[config.mk]
export PLATFORM = sky130hd
export DESIGN_NAME = flash_host
export DESIGN_NICKNAME = d
export VERILOG_FILES = /design/src/design/flash_host_pkg.sv /design/src/design/flash_host.sv /design/src/design/flash_host_fifo.sv
export SDC_FILE = /design/constraint.sdc
export NUM_CORES = 1
export LEC_CHECK = 0
export BUFFER_PORTS_ARGS = -buffer_cell sky130_fd_sc_hd__clkbuf_2
export CAP_MARGIN = 25
export CORE_AREA = 8 8 161 125
export CTS_BUF_LIST = sky130_fd_sc_hd__clkbuf_16
export DETAILED_ROUTE_END_ITERATION = 8
export DIE_AREA = 0 0 169 133
export GPL_TIMING_DRIVEN = 0
export HOLD_SLACK_MARGIN = 0.08
export PLACE_DENSITY = 0.81
export SKIP_LAST_GASP = 1
export SYNTH_ARGS = -nofsm -noshare
export SYNTH_HDL_FRONTEND = slang
export SYNTH_HIERARCHICAL = 1
export SYNTH_SLANG_ARGS = --single-unit
export TNS_END_PERCENT = 100
[constraint.sdc]
create_clock -name clock -period 3.4 [get_ports clock]
set_input_delay 0.51 -clock clock [delete_from_list [all_inputs] [get_ports clock]]
set_output_delay 0.51 -clock clock [all_outputs]
set_load 0.005 [all_outputs]
[src/design/flash_host_pkg.sv]
// Package of constants and types for the sector flash host controller.
`default_nettype none
package flash_host_pkg;
   localparam int CLOCK_MHZ = 100;
   localparam int DATA_W = 8;
   localparam int FIFO_DEPTH = 8;
   localparam int SECTOR_BYTES = 528;
   localparam int ADDITIVE_LIMIT = 15;
   localparam int ERASE_MAX_MS = 20;
   localparam int MARGIN_MS = 2;
   localparam int TIMEOUT_CYCLES = (ERASE_MAX_MS + MARGIN_MS) * 1000 * CLOCK_MHZ;
   localparam int STROBE_NS = 60;
   localparam int STROBE_CYCLES = (STROBE_NS * CLOCK_MHZ + 999) / 1000;
   localparam int WSD_US = 5;
   localparam int WSD_CYCLES = WSD_US * CLOCK_MHZ;
   localparam logic [7:0] ABORT_CMD = 8'hff;
   localparam logic [7:0] READY_MASK = 8'hb8;
   localparam int READY_BIT = 7;
   localparam int ERASE_FAIL_BIT = 5;
   localparam int PROG_FAIL_BIT = 4;
   localparam int VERIFY_FAIL_BIT = 3;
   localparam logic [7:0] MARK_A = 8'h1c;
   localparam logic [7:0] MARK_B = 8'h71;
   localparam logic [7:0] MARK_C = 8'hc7;
   localparam logic [7:0] MARK_FILL = 8'hee;
   localparam logic [9:0] MARK_FIRST = 10'h200;
   localparam logic [9:0] MARK_LAST = 10'h20f;

   typedef enum logic [1:0] {
      OP_ERASE    = 2'h0,
      OP_ADDITIVE = 2'h1,
      OP_SINGLE   = 2'h2
   } op_t;

   typedef struct packed {
      op_t         op;
      logic [15:0] sector;
      logic [7:0]  cmd1;
      logic [7:0]  cmd2;
   } request_t;

   typedef struct packed {
      logic       ok;
      logic       timeout;
      logic       refused;
      logic [7:0] status;
   } result_t;
endpackage
`default_nettype wire

[src/design/flash_host.sv]
// Host controller that runs program and erase sequences on the flash pins.
`default_nettype none

// Notes on behaviour
// - No more than 528 serial strobes are sent for one sector.
// - No command, not even FFH, is written while busy is low.
// - An additively programmed sector takes at most 15 programs per erase.
// - A single-shot sector must be erased before it is programmed again.
// - Usable sectors carry 1C,71,C7,1C,71,C7 at 200H-205H and EE to 20FH; this host does not check these marks.
// - Sectors marked invalid are never programmed or erased.
// - A failed sector is excluded and the data goes elsewhere; this host only reports the failure with ok low.
// - Every sector read passes through multi-bit error correction; this host performs no sector reads.
// - The guard input stays released while ready is low or busy is low.
// - Commands and data go with select low, addresses with select high.
// - Reserved status bits are masked when polling.
module flash_host (
   input  wire logic                       clock,
   input  wire logic                       rst,
   input  wire logic                       enable,
   input  wire flash_host_pkg::request_t   req,
   input  wire logic                       req_valid,
   output logic                            req_ready,
   input  wire logic                       sector_bad,
   input  wire logic [7:0]                 wdata,
   input  wire logic                       wdata_valid,
   output logic                            wdata_ready,
   input  wire logic                       wdata_last,
   output flash_host_pkg::result_t         result,
   output logic                            result_valid,
   input  wire logic                       busy_n_pin,
   input  wire logic [7:0]                 io_in,
   output logic [7:0]                      io_out,
   output logic                            io_oe,
   output logic                            write_n,
   output logic                            output_en_n,
   output logic                            cmd_data_select_n,
   output logic                            serial_data_strobe,
   output logic                            array_guard_n
);
   typedef enum logic [6:0] {
      S_IDLE  = 7'h01,
      S_CMD   = 7'h02,
      S_GAP   = 7'h04,
      S_DATA  = 7'h08,
      S_WAIT  = 7'h10,
      S_POLL  = 7'h20,
      S_DONE  = 7'h40
   } state_t;

   state_t                   state;
   flash_host_pkg::request_t cur;
   logic [2:0]  step;
   logic [31:0] timer;
   logic [9:0]  sent;
   logic [1:0]  busy_sync;
   logic [7:0]  io_s1;
   logic [7:0]  io_s2;
   logic        busy_low;
   logic [7:0]  f_data;
   logic        f_valid;
   logic        f_ready;
   logic [7:0]  masked;
   logic        phase;
   logic [3:0]  add_count [4];
   logic [3:0]  single_used;
   logic        last_in;
   logic        loaded;
   logic        data_done;
   logic        status_ok;

   // The first stage of each synchroniser feeds only its second stage.
   always_ff @(posedge clock) begin
      if (rst) begin
         busy_sync <= 2'h3;
         io_s1     <= 8'h00;
         io_s2     <= 8'h00;
      end else if (enable) begin
         busy_sync <= {busy_sync[0], busy_n_pin};
         io_s1     <= io_in;
         io_s2     <= io_s1;
      end
   end
   assign busy_low = !busy_sync[1];

   flash_host_fifo #(.WIDTH(flash_host_pkg::DATA_W),
                     .DEPTH(flash_host_pkg::FIFO_DEPTH)) fifo (
      .clock     (clock),
      .rst       (rst),
      .enable    (enable),
      .in_data   (wdata),
      .in_valid  (wdata_valid),
      .in_ready  (wdata_ready),
      .out_data  (f_data),
      .out_valid (f_valid),
      .out_ready (f_ready)
   );

   assign masked = io_s2 & flash_host_pkg::READY_MASK;
   assign f_ready = state == S_DATA && phase &&
                    sent < 10'(flash_host_pkg::SECTOR_BYTES);
   assign req_ready = state == S_IDLE && !busy_low;
   assign array_guard_n = 1'b1;
   assign data_done = state == S_DATA && !phase &&
                      (sent == 10'(flash_host_pkg::SECTOR_BYTES) ||
                       (last_in && !f_valid));
   assign status_ok = masked[flash_host_pkg::READY_BIT] &&
                      !masked[flash_host_pkg::ERASE_FAIL_BIT] &&
                      !masked[flash_host_pkg::PROG_FAIL_BIT] &&
                      !masked[flash_host_pkg::VERIFY_FAIL_BIT];

   // The last flag is only a level beside the incoming byte, so it is caught
   // as that byte enters the FIFO; a new last byte wins over the clear.
   always_ff @(posedge clock) begin
      if (rst) begin
         last_in <= 1'b0;
      end else if (enable) begin
         if (wdata_valid && wdata_ready && wdata_last) begin
            last_in <= 1'b1;
         end else if (data_done) begin
            last_in <= 1'b0;
         end
      end
   end

   function automatic logic [7:0] cmd_byte(input flash_host_pkg::request_t r,
                                           input logic [2:0] s);
      case (s)
         3'h0:    cmd_byte = r.cmd1;
         3'h1:    cmd_byte = r.sector[7:0];
         3'h2:    cmd_byte = r.sector[15:8];
         default: cmd_byte = r.cmd2;
      endcase
   endfunction

   // Additive program counts kept per low sector bits; a real system keeps
   // a full table in memory, this small one shares each entry among sectors with equal low bits.
   always_ff @(posedge clock) begin
      if (rst) begin
         state        <= S_IDLE;
         cur          <= '0;
         step         <= 3'h0;
         timer        <= 32'h0;
         sent         <= 10'h0;
         phase        <= 1'b0;
         io_out       <= 8'h00;
         io_oe        <= 1'b0;
         write_n      <= 1'b1;
         output_en_n  <= 1'b1;
         cmd_data_select_n  <= 1'b0;
         serial_data_strobe <= 1'b0;
         result       <= '0;
         result_valid <= 1'b0;
         loaded       <= 1'b0;
         single_used  <= 4'h0;
         for (int i = 0; i < 4; i++) begin
            add_count[i] <= 4'h0;
         end
      end else if (enable) begin
         result_valid <= 1'b0;
         serial_data_strobe <= 1'b0;
         case (state)
            S_IDLE: begin
               if (req_valid && req_ready) begin
                  cur <= req;
                  if (sector_bad || (req.op == flash_host_pkg::OP_ADDITIVE &&
                      add_count[req.sector[1:0]] ==
                      4'(flash_host_pkg::ADDITIVE_LIMIT)) ||
                      (req.op != flash_host_pkg::OP_ERASE &&
                       single_used[req.sector[1:0]])) begin
                     result       <= '{ok: 1'b0, timeout: 1'b0,
                                       refused: 1'b1, status: 8'h00};
                     result_valid <= 1'b1;
                  end else begin
                     state <= S_CMD;
                     step  <= 3'h0;
                     timer <= 32'h0;
                  end
               end
            end
            S_CMD: begin
               cmd_data_select_n <= step == 3'h1 || step == 3'h2;
               io_out  <= cmd_byte(cur, step);
               io_oe   <= 1'b1;
               timer   <= timer + 32'h1;
               write_n <= timer >= 32'(flash_host_pkg::STROBE_CYCLES);
               if (timer == 32'(2 * flash_host_pkg::STROBE_CYCLES)) begin
                  timer <= 32'h0;
                  step  <= step + 3'h1;
                  if (step == 3'h2 && cur.op != flash_host_pkg::OP_ERASE) begin
                     state <= S_GAP;
                  end else if (step == 3'h3) begin
                     state <= S_WAIT;
                     io_oe <= 1'b0;
                  end
               end
            end
            S_GAP: begin
               cmd_data_select_n <= 1'b0;
               timer <= timer + 32'h1;
               if (timer == 32'(flash_host_pkg::WSD_CYCLES)) begin
                  state <= S_DATA;
                  sent  <= 10'h0;
                  phase <= 1'b0;
               end
            end
            S_DATA: begin
               phase <= !phase;
               // byte before strobe
               // The strobe trails its byte by a cycle, so the byte already
               // stands on the bus when the device latches it.
               loaded <= f_valid && f_ready;
               serial_data_strobe <= loaded;
               if (f_valid && f_ready) begin
                  io_out <= f_data;
                  sent   <= sent + 10'h1;
               end
               if (data_done) begin
                  state <= S_CMD;
                  step  <= 3'h3;
                  timer <= 32'h0;
               end
            end
            S_WAIT: begin
               timer <= timer + 32'h1;
               if (timer == 32'(flash_host_pkg::TIMEOUT_CYCLES)) begin
                  result       <= '{ok: 1'b0, timeout: 1'b1,
                                   refused: 1'b0, status: 8'h00};
                  result_valid <= 1'b1;
                  state        <= S_IDLE;
               end else if (timer > 32'h8 && !busy_low) begin
                  state       <= S_POLL;
                  output_en_n <= 1'b0;
                  timer       <= 32'h0;
               end
            end
            S_POLL: begin
               timer <= timer + 32'h1;
               if (timer == 32'h4) begin
                  output_en_n <= 1'b1;
                  state       <= S_DONE;
               end
            end
            S_DONE: begin
               result <= '{ok: status_ok, timeout: 1'b0, refused: 1'b0,
                         status: masked};
               result_valid <= 1'b1;
               if (cur.op == flash_host_pkg::OP_ERASE) begin
                  add_count[cur.sector[1:0]] <= 4'h0;
               end else if (cur.op == flash_host_pkg::OP_ADDITIVE) begin
                  add_count[cur.sector[1:0]] <=
                     add_count[cur.sector[1:0]] + 4'h1;
               end
               if (cur.op == flash_host_pkg::OP_ERASE) begin
                  single_used[cur.sector[1:0]] <= 1'b0;
               end else if (cur.op == flash_host_pkg::OP_SINGLE &&
                            status_ok) begin
                  single_used[cur.sector[1:0]] <= 1'b1;
               end
               state <= S_IDLE;
            end
            default: state <= S_IDLE;
         endcase
      end
   end

   strobe_limit_a: assert property (@(posedge clock) disable iff (rst)
      serial_data_strobe |-> sent <= 10'(flash_host_pkg::SECTOR_BYTES))
      else $error("too many serial strobes");
   no_cmd_busy_a: assert property (@(posedge clock) disable iff (rst)
      busy_low |-> (write_n && !req_ready))
      else $error("command accepted while busy");
   guard_high_a: assert property (@(posedge clock) disable iff (rst)
      busy_low |-> array_guard_n)
      else $error("guard asserted during busy");
   wait_bound_a: assert property (@(posedge clock) disable iff (rst)
      state == S_WAIT |-> timer <= 32'(flash_host_pkg::TIMEOUT_CYCLES))
      else $error("wait exceeded timeout");
   strobe_data_a: assert property (@(posedge clock) disable iff (rst)
      $rose(serial_data_strobe) |-> $stable(io_out))
      else $error("data changed with strobe");
   strobe_phase_a: assert property (@(posedge clock) disable iff (rst)
      serial_data_strobe |-> (!cmd_data_select_n && io_oe && write_n))
      else $error("strobe outside data phase");
endmodule
`default_nettype wire

[src/design/flash_host_fifo.sv]
// Parameterised valid/ready FIFO for program data.
`default_nettype none
module flash_host_fifo #(
   parameter int WIDTH = 8,
   parameter int DEPTH = 8
) (
   input  wire logic             clock,
   input  wire logic             rst,
   input  wire logic             enable,
   input  wire logic [WIDTH-1:0] in_data,
   input  wire logic             in_valid,
   output logic                  in_ready,
   output logic [WIDTH-1:0]      out_data,
   output logic                  out_valid,
   input  wire logic             out_ready
);
   localparam int AW = $clog2(DEPTH);
   logic [WIDTH-1:0] mem [DEPTH];
   logic [AW-1:0]    wr;
   logic [AW-1:0]    rd;
   logic [AW:0]      count;
   logic             push;
   logic             pop;

   assign in_ready  = count != (AW+1)'(DEPTH);
   assign out_valid = count != '0;
   assign out_data  = mem[rd];
   assign push      = enable && in_valid && in_ready;
   assign pop       = enable && out_valid && out_ready;

   always_ff @(posedge clock) begin
      if (push) begin
         mem[wr] <= in_data;
      end
   end

   always_ff @(posedge clock) begin
      if (rst) begin
         wr    <= '0;
         rd    <= '0;
         count <= '0;
      end else begin
         if (push) begin
            wr <= wr + AW'(1);
         end
         if (pop) begin
            rd <= rd + AW'(1);
         end
         count <= count + (AW+1)'(push) - (AW+1)'(pop);
      end
   end
endmodule
`default_nettype wire

* Word-level counts from Yosys, hierarchy flattened
Memories as Yosys holds them, arrays and structs flattened. A register that Yosys moved wholly into a read port is not among the register bits. Index checks and enable logic that the tools add are counted. W data, S select, Z words.
Cells by class: order comparisons 6, reductions and logical operators 62, multipliers 0, multiplexer cells 79, div/mod/pow operators 0, equal/unequal tests 33, add/subtract/negate cells 8, shift operators 0, bitwise operators 4
Operators with widths (number):
- $mux W32 | 6
- $pmux W32 S5 | 1
- $mux W7 | 10
- $pmux W7 S6 | 1
- $mux W11 | 3
- $pmux W11 S3 | 1
- $add A32 B1 Y32 const B | 1
- $eq A32 B22 Y1 const B | 1
- $eq A32 B3 Y1 const B | 1
- $eq A32 B4 Y1 const B | 1
- $eq A32 B9 Y1 const B | 1
- $ge A32 B3 Y1 const B | 1
- $gt A32 B4 Y1 const B | 1
- $mux W1 | 31
- $pmux W8 S3 | 1
- $logic_and A1 B1 Y1 | 23
- $mux W10 | 2
- $pmux W10 S2 | 1
- $mux W3 | 6
- $mux W4 | 4
- $ne A2 B2 Y1 const B | 8
- $pmux W8 S2 | 1
- $reduce_bool A2 Y1 | 8
- $reduce_and A5 Y1 | 3
- other kinds (49) | 75
Storage, ports and cells: bits in latches 0, bits in read-only memories 0, memories 2, logic and storage cells 223, output and inout bits 28, RAM bits 80, bits of input ports 58, bits in registers 146
Memory list:
- fifo.mem | words 8, bits a word 8, rd ports 1, clocked after memory_dff 1, wr ports 1, RTL line flash_host_fifo.sv:18 | logic [WIDTH-1:0] mem [DEPTH];
- add_count | words 4, bits a word 4, rd ports 2, clocked after memory_dff 1, wr ports 4, RTL line flash_host.sv:64 | logic [3:0] add_count [4];

* Depth between registers and ports, before layout
Gate-level depths: netlist of the first run.
depth after elaboration 10, depth in mapped cells 14, depth with buffers taken out 11

* By module
Netlist of the first run, hierarchy kept.
Modules (own cells, without submodules):
- flash_host | times used 1, seq. area each 3002.9 um^2, area an instance 7110.6 um^2, cells an instance 844
- flash_host_fifo | times used 1, seq. area each 2182.1 um^2, area an instance 3209.3 um^2, cells an instance 180

* Worst setup path after synthesis of the first run
Ideal clock, no wire load.
kind flip-flop to flip-flop, start reg state[4], end reg fifo.count[3], slack 0.562 ns, clock period less this slack 2.838 ns, data required time 3.284 ns, buffers on the path 2, arrival 2.722 ns, setup time 0.116 ns, cell stages (with the launch flop) 12, cell sequence dfxtp_1 > nor4_4 > and2_0 > clkbuf_1 > clkbuf_1 > and3_1 > nand2_1 > or3_1 > ha_1 > nand3_1 > a21oi_1 > a31o_2
Between the ends: word-level cells in the longest chain between the ends 5
Ends and longest elaborated chain:
- start: declaration | RTL line flash_host.sv:50 | state_t state;
- start signal: assignment | RTL line flash_host.sv:139 | state <= S_IDLE;
- start signal: assignment | RTL line flash_host.sv:174 | state <= S_CMD;
- start signal: assignment | RTL line flash_host.sv:190 | state <= S_GAP;
- $eq A7 B4 Y1 | RTL line flash_host.sv:99 | assign f_ready = state == S_DATA && phase &&
- $logic_and A1 B1 Y1 (2 in a row) | RTL line flash_host.sv:99
- net f_ready | RTL line flash_host.sv:61 | logic f_ready;
- $logic_and A1 B1 Y1 | RTL line flash_host_fifo.sv:29 | assign pop = enable && out_valid && out_ready;
- $sub A4 B1 Y4 | RTL line flash_host_fifo.sv:49 | count <= count + (AW+1)'(push) - (AW+1)'(pop);
- end signal: assignment | RTL line flash_host_fifo.sv:49
- end: declaration | RTL line flash_host_fifo.sv:21 | logic [AW:0] count;
The timed path passes the listed nets, and every way through them passes these cells. A chain may end at the register's enable or synchronous reset.

* Worst setup path after layout of the first run
start reg state[6], end reg fifo.count[1]
The elaborated chain is that of the path after synthesis.

==> results of run 1 <==
worst max-delay path by stage:
stage / startpoint / cells after the start / slack [ns] / to
final: state[6] / 12 / 0.20 / fifo/count[1]
after global routing: state[6] / 12 / -0.007 / fifo/count[1]
after floorplan: state[4] / 11 / 0.56 / fifo/count[3]
after CTS: state[3] / 12 / 0.03 / fifo/count[1]
after global placement: state[4] / 11 / -0.006 / fifo/count[3]
after detailed placement: state[4] / 11 / -0.08 / fifo/count[3]
state kept, by name, summed over array words and instances (netlist names), 2 cells and up, named ones only:
register / flops
result: 7
fifo/rd: 3
state: 7
busy_sync: 2
add_count: 16
cur: 34
fifo/count: 4
timer: 32
io_out: 8
step: 3
sent: 10
io_s2: 4
fifo/wr: 3
fifo/mem: 64
io_s1: 4
area by class of cell:
class                           count  area [um2]  share of cell area, %
Clock inverter                     17        75.1                  0.640
Multi-Input combinational cell    724        4750                   40.5
Tap cell                          242         303                   2.58
Sequential cell                   219        5180                   44.2
Timing Repair Buffer               85         433                   3.69
Clock buffer                       23         576                   4.90
Inverter                           21        78.8                  0.672
Buffer                             63         338                   2.88
power groups by stage:
| stage | clock (uW) | combinational (uW) | sequential (uW) |
|---|---|---|---|
| global route | 2330 | 761 | 2860 |
| detailed placement | 0 | 669 | 2910 |
| CTS | 2230 | 676 | 2850 |
| global placement | 0 | 647 | 2910 |
| floorplan | 0 | 453 | 2890 |
| finish | 2210 | 695 | 2860 |
tightest hold or removal path: stages:
cell      delay (ns)
clkbuf_2        0.08
nand2_1         0.05
a21oi_1         0.05
through the flow:
stage | instances | instance area (um2)
after global routing | 1394 | 11700
after floorplan | 1027 | 10300
after detailed placement | 1350 | 11000
after global placement | 1345 | 11000
final | 1394 | 11700
after CTS | 1390 | 11700
repair_timing:
| item | in CTS | in global routing |
|---|---|---|
| setup endpoints to repair | 3 | 29 |
| pin swaps | 0 | 1 |
| setup buffers | 0 | 2 |
| gates resized for setup | 1 | 4 |
cell usage in the layout, fill, tap and decap left out, types with 6 or more instances in the layout:
cell	instances
clkbuf_16	23
mux4_2	7
nor4_1	19
xor2_1	9
clkbuf_2	80
buf_4	10
nand3_1	35
nand4_1	19
a21oi_1	87
a222oi_1	8
ha_1	18
dfxtp_1	139
nand2b_1	9
mux2i_1	18
a211oi_1	13
nor2b_1	8
xnor2_1	22
edfxtp_1	80
clkinv_2	6
buf_2	9
mux2_2	9
inv_1	26
nor2_1	113
and3_1	15
or3_1	8
clkbuf_1	37
o21ai_0	24
nand2_1	131
nor3_1	36
mux4_1	14
logic make-up after synthesis:
kind of cell    count (synthesis)  synth area share, %
xor+xnor                       31                 2.63
flops                         219                 50.2
fa+ha+maj                      19                 2.38
other cells                     2               0.0728
mux                            49                 7.97
simple gates                  452                 22.7
compound gates                168                 10.0
buf+inv                        84                 4.01
routing by layer:
layer  global-route usage (%)  routed length, um  up-vias
met2                     33.8              10900      407
li1                         -                  -     3963
met5                        0                  0        -
met4                     6.03                622        0
met3                     4.93               2670       49
met1                     33.3              11800     3998
==> metrics.txt, run 1 <==
status finished, final reports clean; hold depth 3; Final ANT Viol Nets 0; cell row count 42; start-to-end type of the worst setup path flip-flop to flip-flop; total number of vias 8417; vias per std cell 6.04; sink of the worst hold path cur[18]; maximum vdd drop 317 uV; final setup vio count 0; Yosys top cell area share 27.0%; pre-CTS setup slack -0.0782 ns; final count of pins violating max slew 0; total grt overflow 0; Int Pwr 4260 uW; DIE AREA around 0.022 mm2; Final GP Congestion approximately 0.9; Worst EP arrival 3.64 ns; CTS buffer count 22; leakage 0.00427 uW; final layout net count ~1200; chip width 169 um; Synth-to-Final Area Change 13.7%; Startpoint Class flip-flop; Switching Share 26.1%; Mean Syn Cell Area 10.1 um2; vias in the first global route 7958; Worst-Margin Slew roughly 0.94 ns; WP buf/inv 3; Seq/Total Area, Yosys 50.2%; R2R cell count 12; Clock Latency Late Sink 0.51 ns; core area 0.0174 mm2; main area contributors after synthesis dfxtp_1 (27%), edfxtp_1 (23%), nand2_1 (4.8%); final worst path period share between 90% and 100%; Reg-to-Reg Start state[6]; H-tree depth 1; clk_skew 0.0152 ns; Tightest Hold Check Type primary input to flip-flop; CP delay by family, top simple AND/OR/NAND/NOR gates; Ys Warns 6; ys async rst share 0%; Clock power frac 38.3%; post-layout util about two thirds; TritonCTS clock tree built; Comb power frac between 10% and 20%; crit-path cells nor4_4 -> and2_0 -> clkbuf_2 -> clkbuf_2 -> and3_1 -> and3_1 -> o21ai_0 -> and4b_1 -> ha_1 -> inv_1 -> fa_1 -> nor2_1; register bit total from synthesis 219; First-pass DRT Iterations 5; Setup crit end kind flip-flop; max cap viols 0; R2R Path End fifo/count[1]; post-layout minimum cycle time roughly 3.2 ns; most frequent cell after synthesis dfxtp_1; hold_buf cts 0; slowest CP cell nor4_4; Max Fclk 0.312 GHz; initial antenna violation count 0; root buffer cell clkbuf_16; # IOs 86; Max stage delay on crit path 0.43 ns; Diodes inserted 0; sequential share of power 49.6%; top cells by count, synth dfxtp_1 (139), nand2_1 (131), nor2_1 (113); HPWL Detailed about 19 mm; post-synth top area cell dfxtp_1; layout cells sized above 1 16.6%; largest net degree at the start of global routing 16; routed len/inst 18.7 um; switching power 1500 uW; # DRC 0; setup TNS 0 ns; Rel. slew slack between 30% and 40%; ratio of total power to cell area about 500 mW/mm2; crit-path max FO 10; Worst EP required roughly 3.8 ns; final count of hold timing violations 0; Overall Power roughly 5800 uW; Post-Synthesis Cells 1024; Clock Path Buffers 3; PortBufs between 70 and 80; DRT iter0 DRCs 830; Unique masters post-synth between 80 and 90; R2R setup slack 0.20 ns; worst setup margin 0.200 ns; fillers 1375; Die Y 133 um; final WL 26.1 mm; Mapped Area roughly 0.010 mm2; initial core utilization 59.2%; first-pass GRT wire length 41.9 mm; Reg clk slew, reported paths 0.06 ns; gr usage total a little under a quarter; Sink Count between 200 and 250; ys flop type dfxtp_1; hold path startpoint req[18]; Hold WS around 0.24 ns; Post-synth EDFFs 80
Note: power is estimated with default switching activity, not from simulation.
==> inputs of run 2 (changes only) <==
--- a/config.mk
+++ b/config.mk
@@ -7,13 +7,13 @@
 export LEC_CHECK = 0
 export BUFFER_PORTS_ARGS = -buffer_cell sky130_fd_sc_hd__clkbuf_2
 export CAP_MARGIN = 25
-export CORE_AREA = 8 8 161 125
-export CTS_BUF_LIST = sky130_fd_sc_hd__clkbuf_16
+export CORE_AREA = 8 8 158 123
+export CTS_BUF_LIST = sky130_fd_sc_hd__clkbuf_8
 export DETAILED_ROUTE_END_ITERATION = 8
-export DIE_AREA = 0 0 169 133
+export DIE_AREA = 0 0 166 131
 export GPL_TIMING_DRIVEN = 0
 export HOLD_SLACK_MARGIN = 0.08
-export PLACE_DENSITY = 0.81
+export PLACE_DENSITY = 0.84
 export SKIP_LAST_GASP = 1
 export SYNTH_ARGS = -nofsm -noshare
 export SYNTH_HDL_FRONTEND = slang
==> metrics.txt, run 2 (synthesized netlist as in run 1, its figures left out) <==
Diodes inserted 0; highest-count cells in the layout ignoring fill and taps dfxtp_1 (139), nand2_1 (131), nor2_1 (113); first-pass GRT wire length 43.0 mm; switching power 1550 uW; CP Launch Point state[4]; leakage 0.00428 uW; final WL about 27 mm; Tightest Hold Check Type primary input to flip-flop; Final GP Congestion 0.917; final setup vio count 0; Die Y ~130 um; post-layout util 68.5%; R2R setup slack around 0.076 ns; Clock Latency Late Sink 0.52 ns; Worst-Margin Slew 1.09 ns; layout cells sized above 1 roughly 17%; DIE AREA roughly 0.022 mm2; largest net degree at the start of global routing 12; Sink Count 219; vias per std cell between 6 and 7; total grt overflow 0; # IOs 86; max cap viols 0; commonest non-fill, non-tap cell in the layout dfxtp_1; Setup Buffers After CTS 0; gr usage total 24.6%; final worst path period share 97.8%; chip width 166 um; Clock power frac 37.7%; final count of pins violating max slew 0; Reg clk slew, reported paths 0.06 ns; ratio of total power to cell area 489 mW/mm2; TritonCTS clock tree built; vias in the first global route about 8500; Reg-to-Reg Start state[4]; root buffer cell clkbuf_8; R2R Path End fifo/count[3]; PortBufs 76; First-pass DRT Iterations 8; core area 0.0171 mm2; Synth-to-Final Area Change 13.3%; final count of hold timing violations 0; R2R cell count 11; final layout net count ~1200; fillers 1263; most flop-heavy register fifo/mem; maximum vdd drop 434 uV; Int Pwr between 4000 and 5000 uW; # DRC 0; total number of vias 8673; Switching Share a little over a quarter; post-layout minimum cycle time 3.32 ns; Worst EP required 3.82 ns; Overall Power 5720 uW; CTS buffer count 35; Comb power frac 12.2%; Final ANT Viol Nets 0; HPWL Detailed 19.3 mm; start-to-end type of the worst setup path flip-flop to flip-flop; Setup crit end kind flip-flop; hold_buf cts 0; routed len/inst 19.3 um; status finished, final reports clean; crit-path max FO 10; initial core utilization 60.4%; clk_skew 0.0145 ns; H-tree depth 2; Startpoint Class flip-flop; Max Fclk approximately 0.3 GHz; biggest regs fifo/mem: 64 flops, cur: 34 flops, timer: 32 flops; max reg flops 64; RSZ-0062 raised after global routing true; initial antenna violation count 0; Clock Path Buffers 3; Worst EP arrival 3.74 ns; capture point of the worst path fifo/count[3]; sequential share of power 50.0%; Rel. slew slack between 20% and 30%; DRT iter0 DRCs approximately 940; cell row count 42
run 2: layout make-up:
type	instances	area [um2]	area share (%)
sequential	219	5180	44.3
tap	220	275	2.35
inverter	21	78.8	0.674
clock inverter	22	126	1.08
multi-input combinational	724	4740	40.6
buffer	63	338	2.89
clock buffer	39	537	4.59
timing repair buffer	81	408	3.49
run 2: power by group through the flow:
stage                     registers (uW)  clock network (uW)  logic [uW]
after global routing                2870                2300         761
after CTS                           2860                2190         680
final                               2860                2160         700
after floorplan                     2890                   0         453
after global placement              2910                   0         646
after detailed placement            2910                   0         671
run 2: worst min path at each step:
stage,from,to,slack (ns),cells after the start
final,req[10],cur[10],0.22,3
after global routing,req[21],cur[21],0.22,3
after CTS,req[13],cur[13],0.20,3
after floorplan,last_in,last_in,0.43,2
after global placement,last_in,last_in,0.44,2
after detailed placement,cur[27],cur[27],0.45,2
run 2: repair_timing:
action                     4_1_cts  5_1_grt
setup endpoints to repair        3       31
resized for setup                1        3
hold endpoints to repair         0        0
cloned                           0        0
run 2: through the flow:
step	instances	TNS, ns	setup slack (ns)	hold slack (ns)	area (um2)
after floorplan	1027	0	0.562	0.429	10300
after global placement	1323	-0.0125	-0.0125	0.442	11000
after detailed placement	1328	-0.0825	-0.0721	0.449	11000
after CTS	1389	0	0.0323	0.201	11700
after global routing	1389	-0.101	-0.0865	0.218	11700
final	1389	0	0.0760	0.219	11700
run 2: critical path, stage by stage, from the launching register on:
cell	delay, ns
dfxtp_1	0.40
nor4_4	0.50
and2_0	0.19
clkbuf_2	0.23
clkbuf_2	0.31
and3_1	0.34
nand2_1	0.17
or3_1	0.39
ha_1	0.19
a21oi_1	0.19
a21oi_1	0.09
a31o_2	0.21
run 2: metal layers:
metal / wire [um] / track usage (%)
met3: 2890 / 5.73
met2: 11900 / 38.8
met1: 11200 / 32.5
met5: 0 / 0
met4: 799 / 10.6
==> inputs of run 3 (changes only) <==
--- a/config.mk
+++ b/config.mk
@@ -7,13 +7,13 @@
 export LEC_CHECK = 0
 export BUFFER_PORTS_ARGS = -buffer_cell sky130_fd_sc_hd__clkbuf_2
 export CAP_MARGIN = 25
-export CORE_AREA = 8 8 158 123
+export CORE_AREA = 8 8 161 125
 export CTS_BUF_LIST = sky130_fd_sc_hd__clkbuf_8
 export DETAILED_ROUTE_END_ITERATION = 8
-export DIE_AREA = 0 0 166 131
+export DIE_AREA = 0 0 169 133
 export GPL_TIMING_DRIVEN = 0
 export HOLD_SLACK_MARGIN = 0.08
-export PLACE_DENSITY = 0.84
+export PLACE_DENSITY = 0.81
 export SKIP_LAST_GASP = 1
 export SYNTH_ARGS = -nofsm -noshare
 export SYNTH_HDL_FRONTEND = slang
==> constraint.sdc (replaced) <==
create_clock -name clock -period 3.5 [get_ports clock]
set_input_delay 0.525 -clock clock [delete_from_list [all_inputs] [get_ports clock]]
set_output_delay 0.525 -clock clock [all_outputs]
set_load 0.005 [all_outputs]
==> metrics.txt, run 3 (synthesized netlist as in run 1, its figures left out) <==
status finished, final reports clean; Worst-Margin Slew between 1 and 1.5 ns; clk_skew 0.0235 ns; initial core utilization roughly 60%; cell area after placement 0.0110 mm2; final count of hold timing violations 0; hold depth 3; First-pass DRT Iterations 8; crit-path max FO 10; final non-filler cell total 1417; Overall Power between 5000 and 6000 uW; Clock Latency Late Sink 0.53 ns; CTS buffer count 35; Rel. slew slack 30.5%; root buffer cell clkbuf_8; area of the multi-input gates 0.00475 mm2; R2R setup slack about 0.18 ns; first-pass GRT wire length 41.8 mm; pre-CTS setup slack 0.0218 ns; post-layout minimum cycle time roughly 3.3 ns; vias in the first global route 8088; cell row count 42; R2R cell count 11; Clock Path Buffers 3; layout cells sized above 1 17.5%; DRT iter0 DRCs about 870; core area 0.0174 mm2; max cap viols 0; Worst EP required 3.91 ns; final count of pins violating max slew 0; Die Y 133 um; DP Cell Count 1350; Reg clk slew, reported paths approximately 0.060 ns; routed len/inst 18.4 um; PortBufs 76; final WL 26.1 mm; Reg-to-Reg Start state[6]; chip width 169 um; H-tree depth 2; Tightest Hold Check Type primary input to flip-flop; worst setup margin 0.184 ns; initial antenna violation count 0; final setup vio count 0; TritonCTS clock tree built; Sink Count roughly 220; biggest regs fifo/mem: 64 flops, cur: 34 flops, timer: 32 flops; total grt overflow 0; sink of the worst hold path cur[18]; max reg flops 64; R2R Path End fifo/count[3]; fillers 1366; FF/Latch Area 0.00518 mm2; gr usage total 23.0%; Worst EP arrival between 3 and 4 ns; Setup crit end kind flip-flop; maximum vdd drop 359 uV; vias per std cell 5.99; Final GP Congestion 0.921; HPWL Detailed 18.8 mm; final worst path period share between 90% and 100%; leakage 0.00431 uW; most flop-heavy register fifo/mem; ratio of total power to cell area roughly 470 mW/mm2; # IOs 86; # DRC 0; Diodes inserted 0; Final Cell Area 0.0118 mm2; commonest non-fill, non-tap cell in the layout dfxtp_1; DIE AREA approximately 0.022 mm2; final layout net count 1225; highest-count cells in the layout ignoring fill and taps dfxtp_1 (139), nand2_1 (131), nor2_1 (113); Startpoint Class flip-flop; Final ANT Viol Nets 0; Synth-to-Final Area Change 13.9%; largest net degree at the start of global routing 12; hold path startpoint req[18]; total number of vias 8482; Max Fclk 0.302 GHz; Hold WS 0.220 ns; start-to-end type of the worst setup path flip-flop to flip-flop
==> run 3: changes by cell type in the layout (fill, tap and decap cells not counted), sizes merged <==
| cell | delta |
|---|---|
| inv | +4 |
| clkinvlp | +2 |
| clkbuf | +4 |
| buf | +2 |
| bufinv | -1 |
| clkinv | -5 |
==> run 3: worst max-delay path: stages, from the launching register on <==
cell and delay, ns:
dfxtp_1 0.40, nor4_4 0.41, and2_0 0.19, clkbuf_1 0.34
clkbuf_2 0.33, and3_1 0.32, nand2_1 0.17, or3_1 0.39
ha_1 0.18, a21oi_1 0.19, a21oi_1 0.09, a31o_2 0.20
==> run 3: area by class of cell <==
class / instances / share of cell area (%)
inverters: 21 / 0.670
plain buffers: 63 / 2.86
clock inverters: 22 / 0.851
well taps: 242 / 2.58
multi-input cells: 724 / 40.4
repair buffers: 84 / 3.64
flip-flops and latches: 219 / 44.1
clock buffers: 42 / 4.92
==> run 3: timing repair <==
| item | CTS | global route |
|---|---|---|
| resized for setup | 1 | 2 |
| hold buffers | 0 | 0 |
| endpoints found under the hold margin | 0 | 0 |
| endpoints found under the setup margin | 1 | 13 |
| pin swaps | 0 | 1 |
| setup buffers | 0 | 2 |
==> run 3: power by group <==
group          switching [uW]  total, uW  internal [uW]
registers                59.8       2770           2720
clock network            1020       2120           1100
logic                     441        671            231
==> run 3: worst max-delay path by stage <==
| stage | startpoint | endpoint | slack, ns |
|---|---|---|---|
| 6_report | state[6] | fifo/count[3] | 0.18 |
| 5_1_grt | state[6] | fifo/count[3] | -0.005 |
| 4_1_cts | state[4] | fifo/count[3] | 0.16 |
| 3_5_place_dp | state[4] | fifo/count[3] | 0.02 |
| 3_3_place_gp | state[4] | fifo/count[3] | 0.09 |
| 2_1_floorplan | state[4] | fifo/count[3] | 0.66 |
==> run 3: metrics by stage <==
step	setup TNS, ns	utilization [%]
2_1_floorplan	0	-
3_3_place_gp	0	63.1
3_5_place_dp	0	63.3
4_1_cts	0	67.2
5_1_grt	-0.00532	67.4
6_report	0	67.4
==> run 3: metal layers <==
| metal | track usage, % | part of all wire [%] | up-vias |
|---|---|---|---|
| li1 | - | - | 3986 |
| met1 | 32.9 | 45 | 3988 |
| met2 | 33.7 | 42 | 462 |
| met3 | 5.79 | 11 | 46 |
| met4 | 6.67 | 1.8 | 0 |
| met5 | 0 | 0 | - |
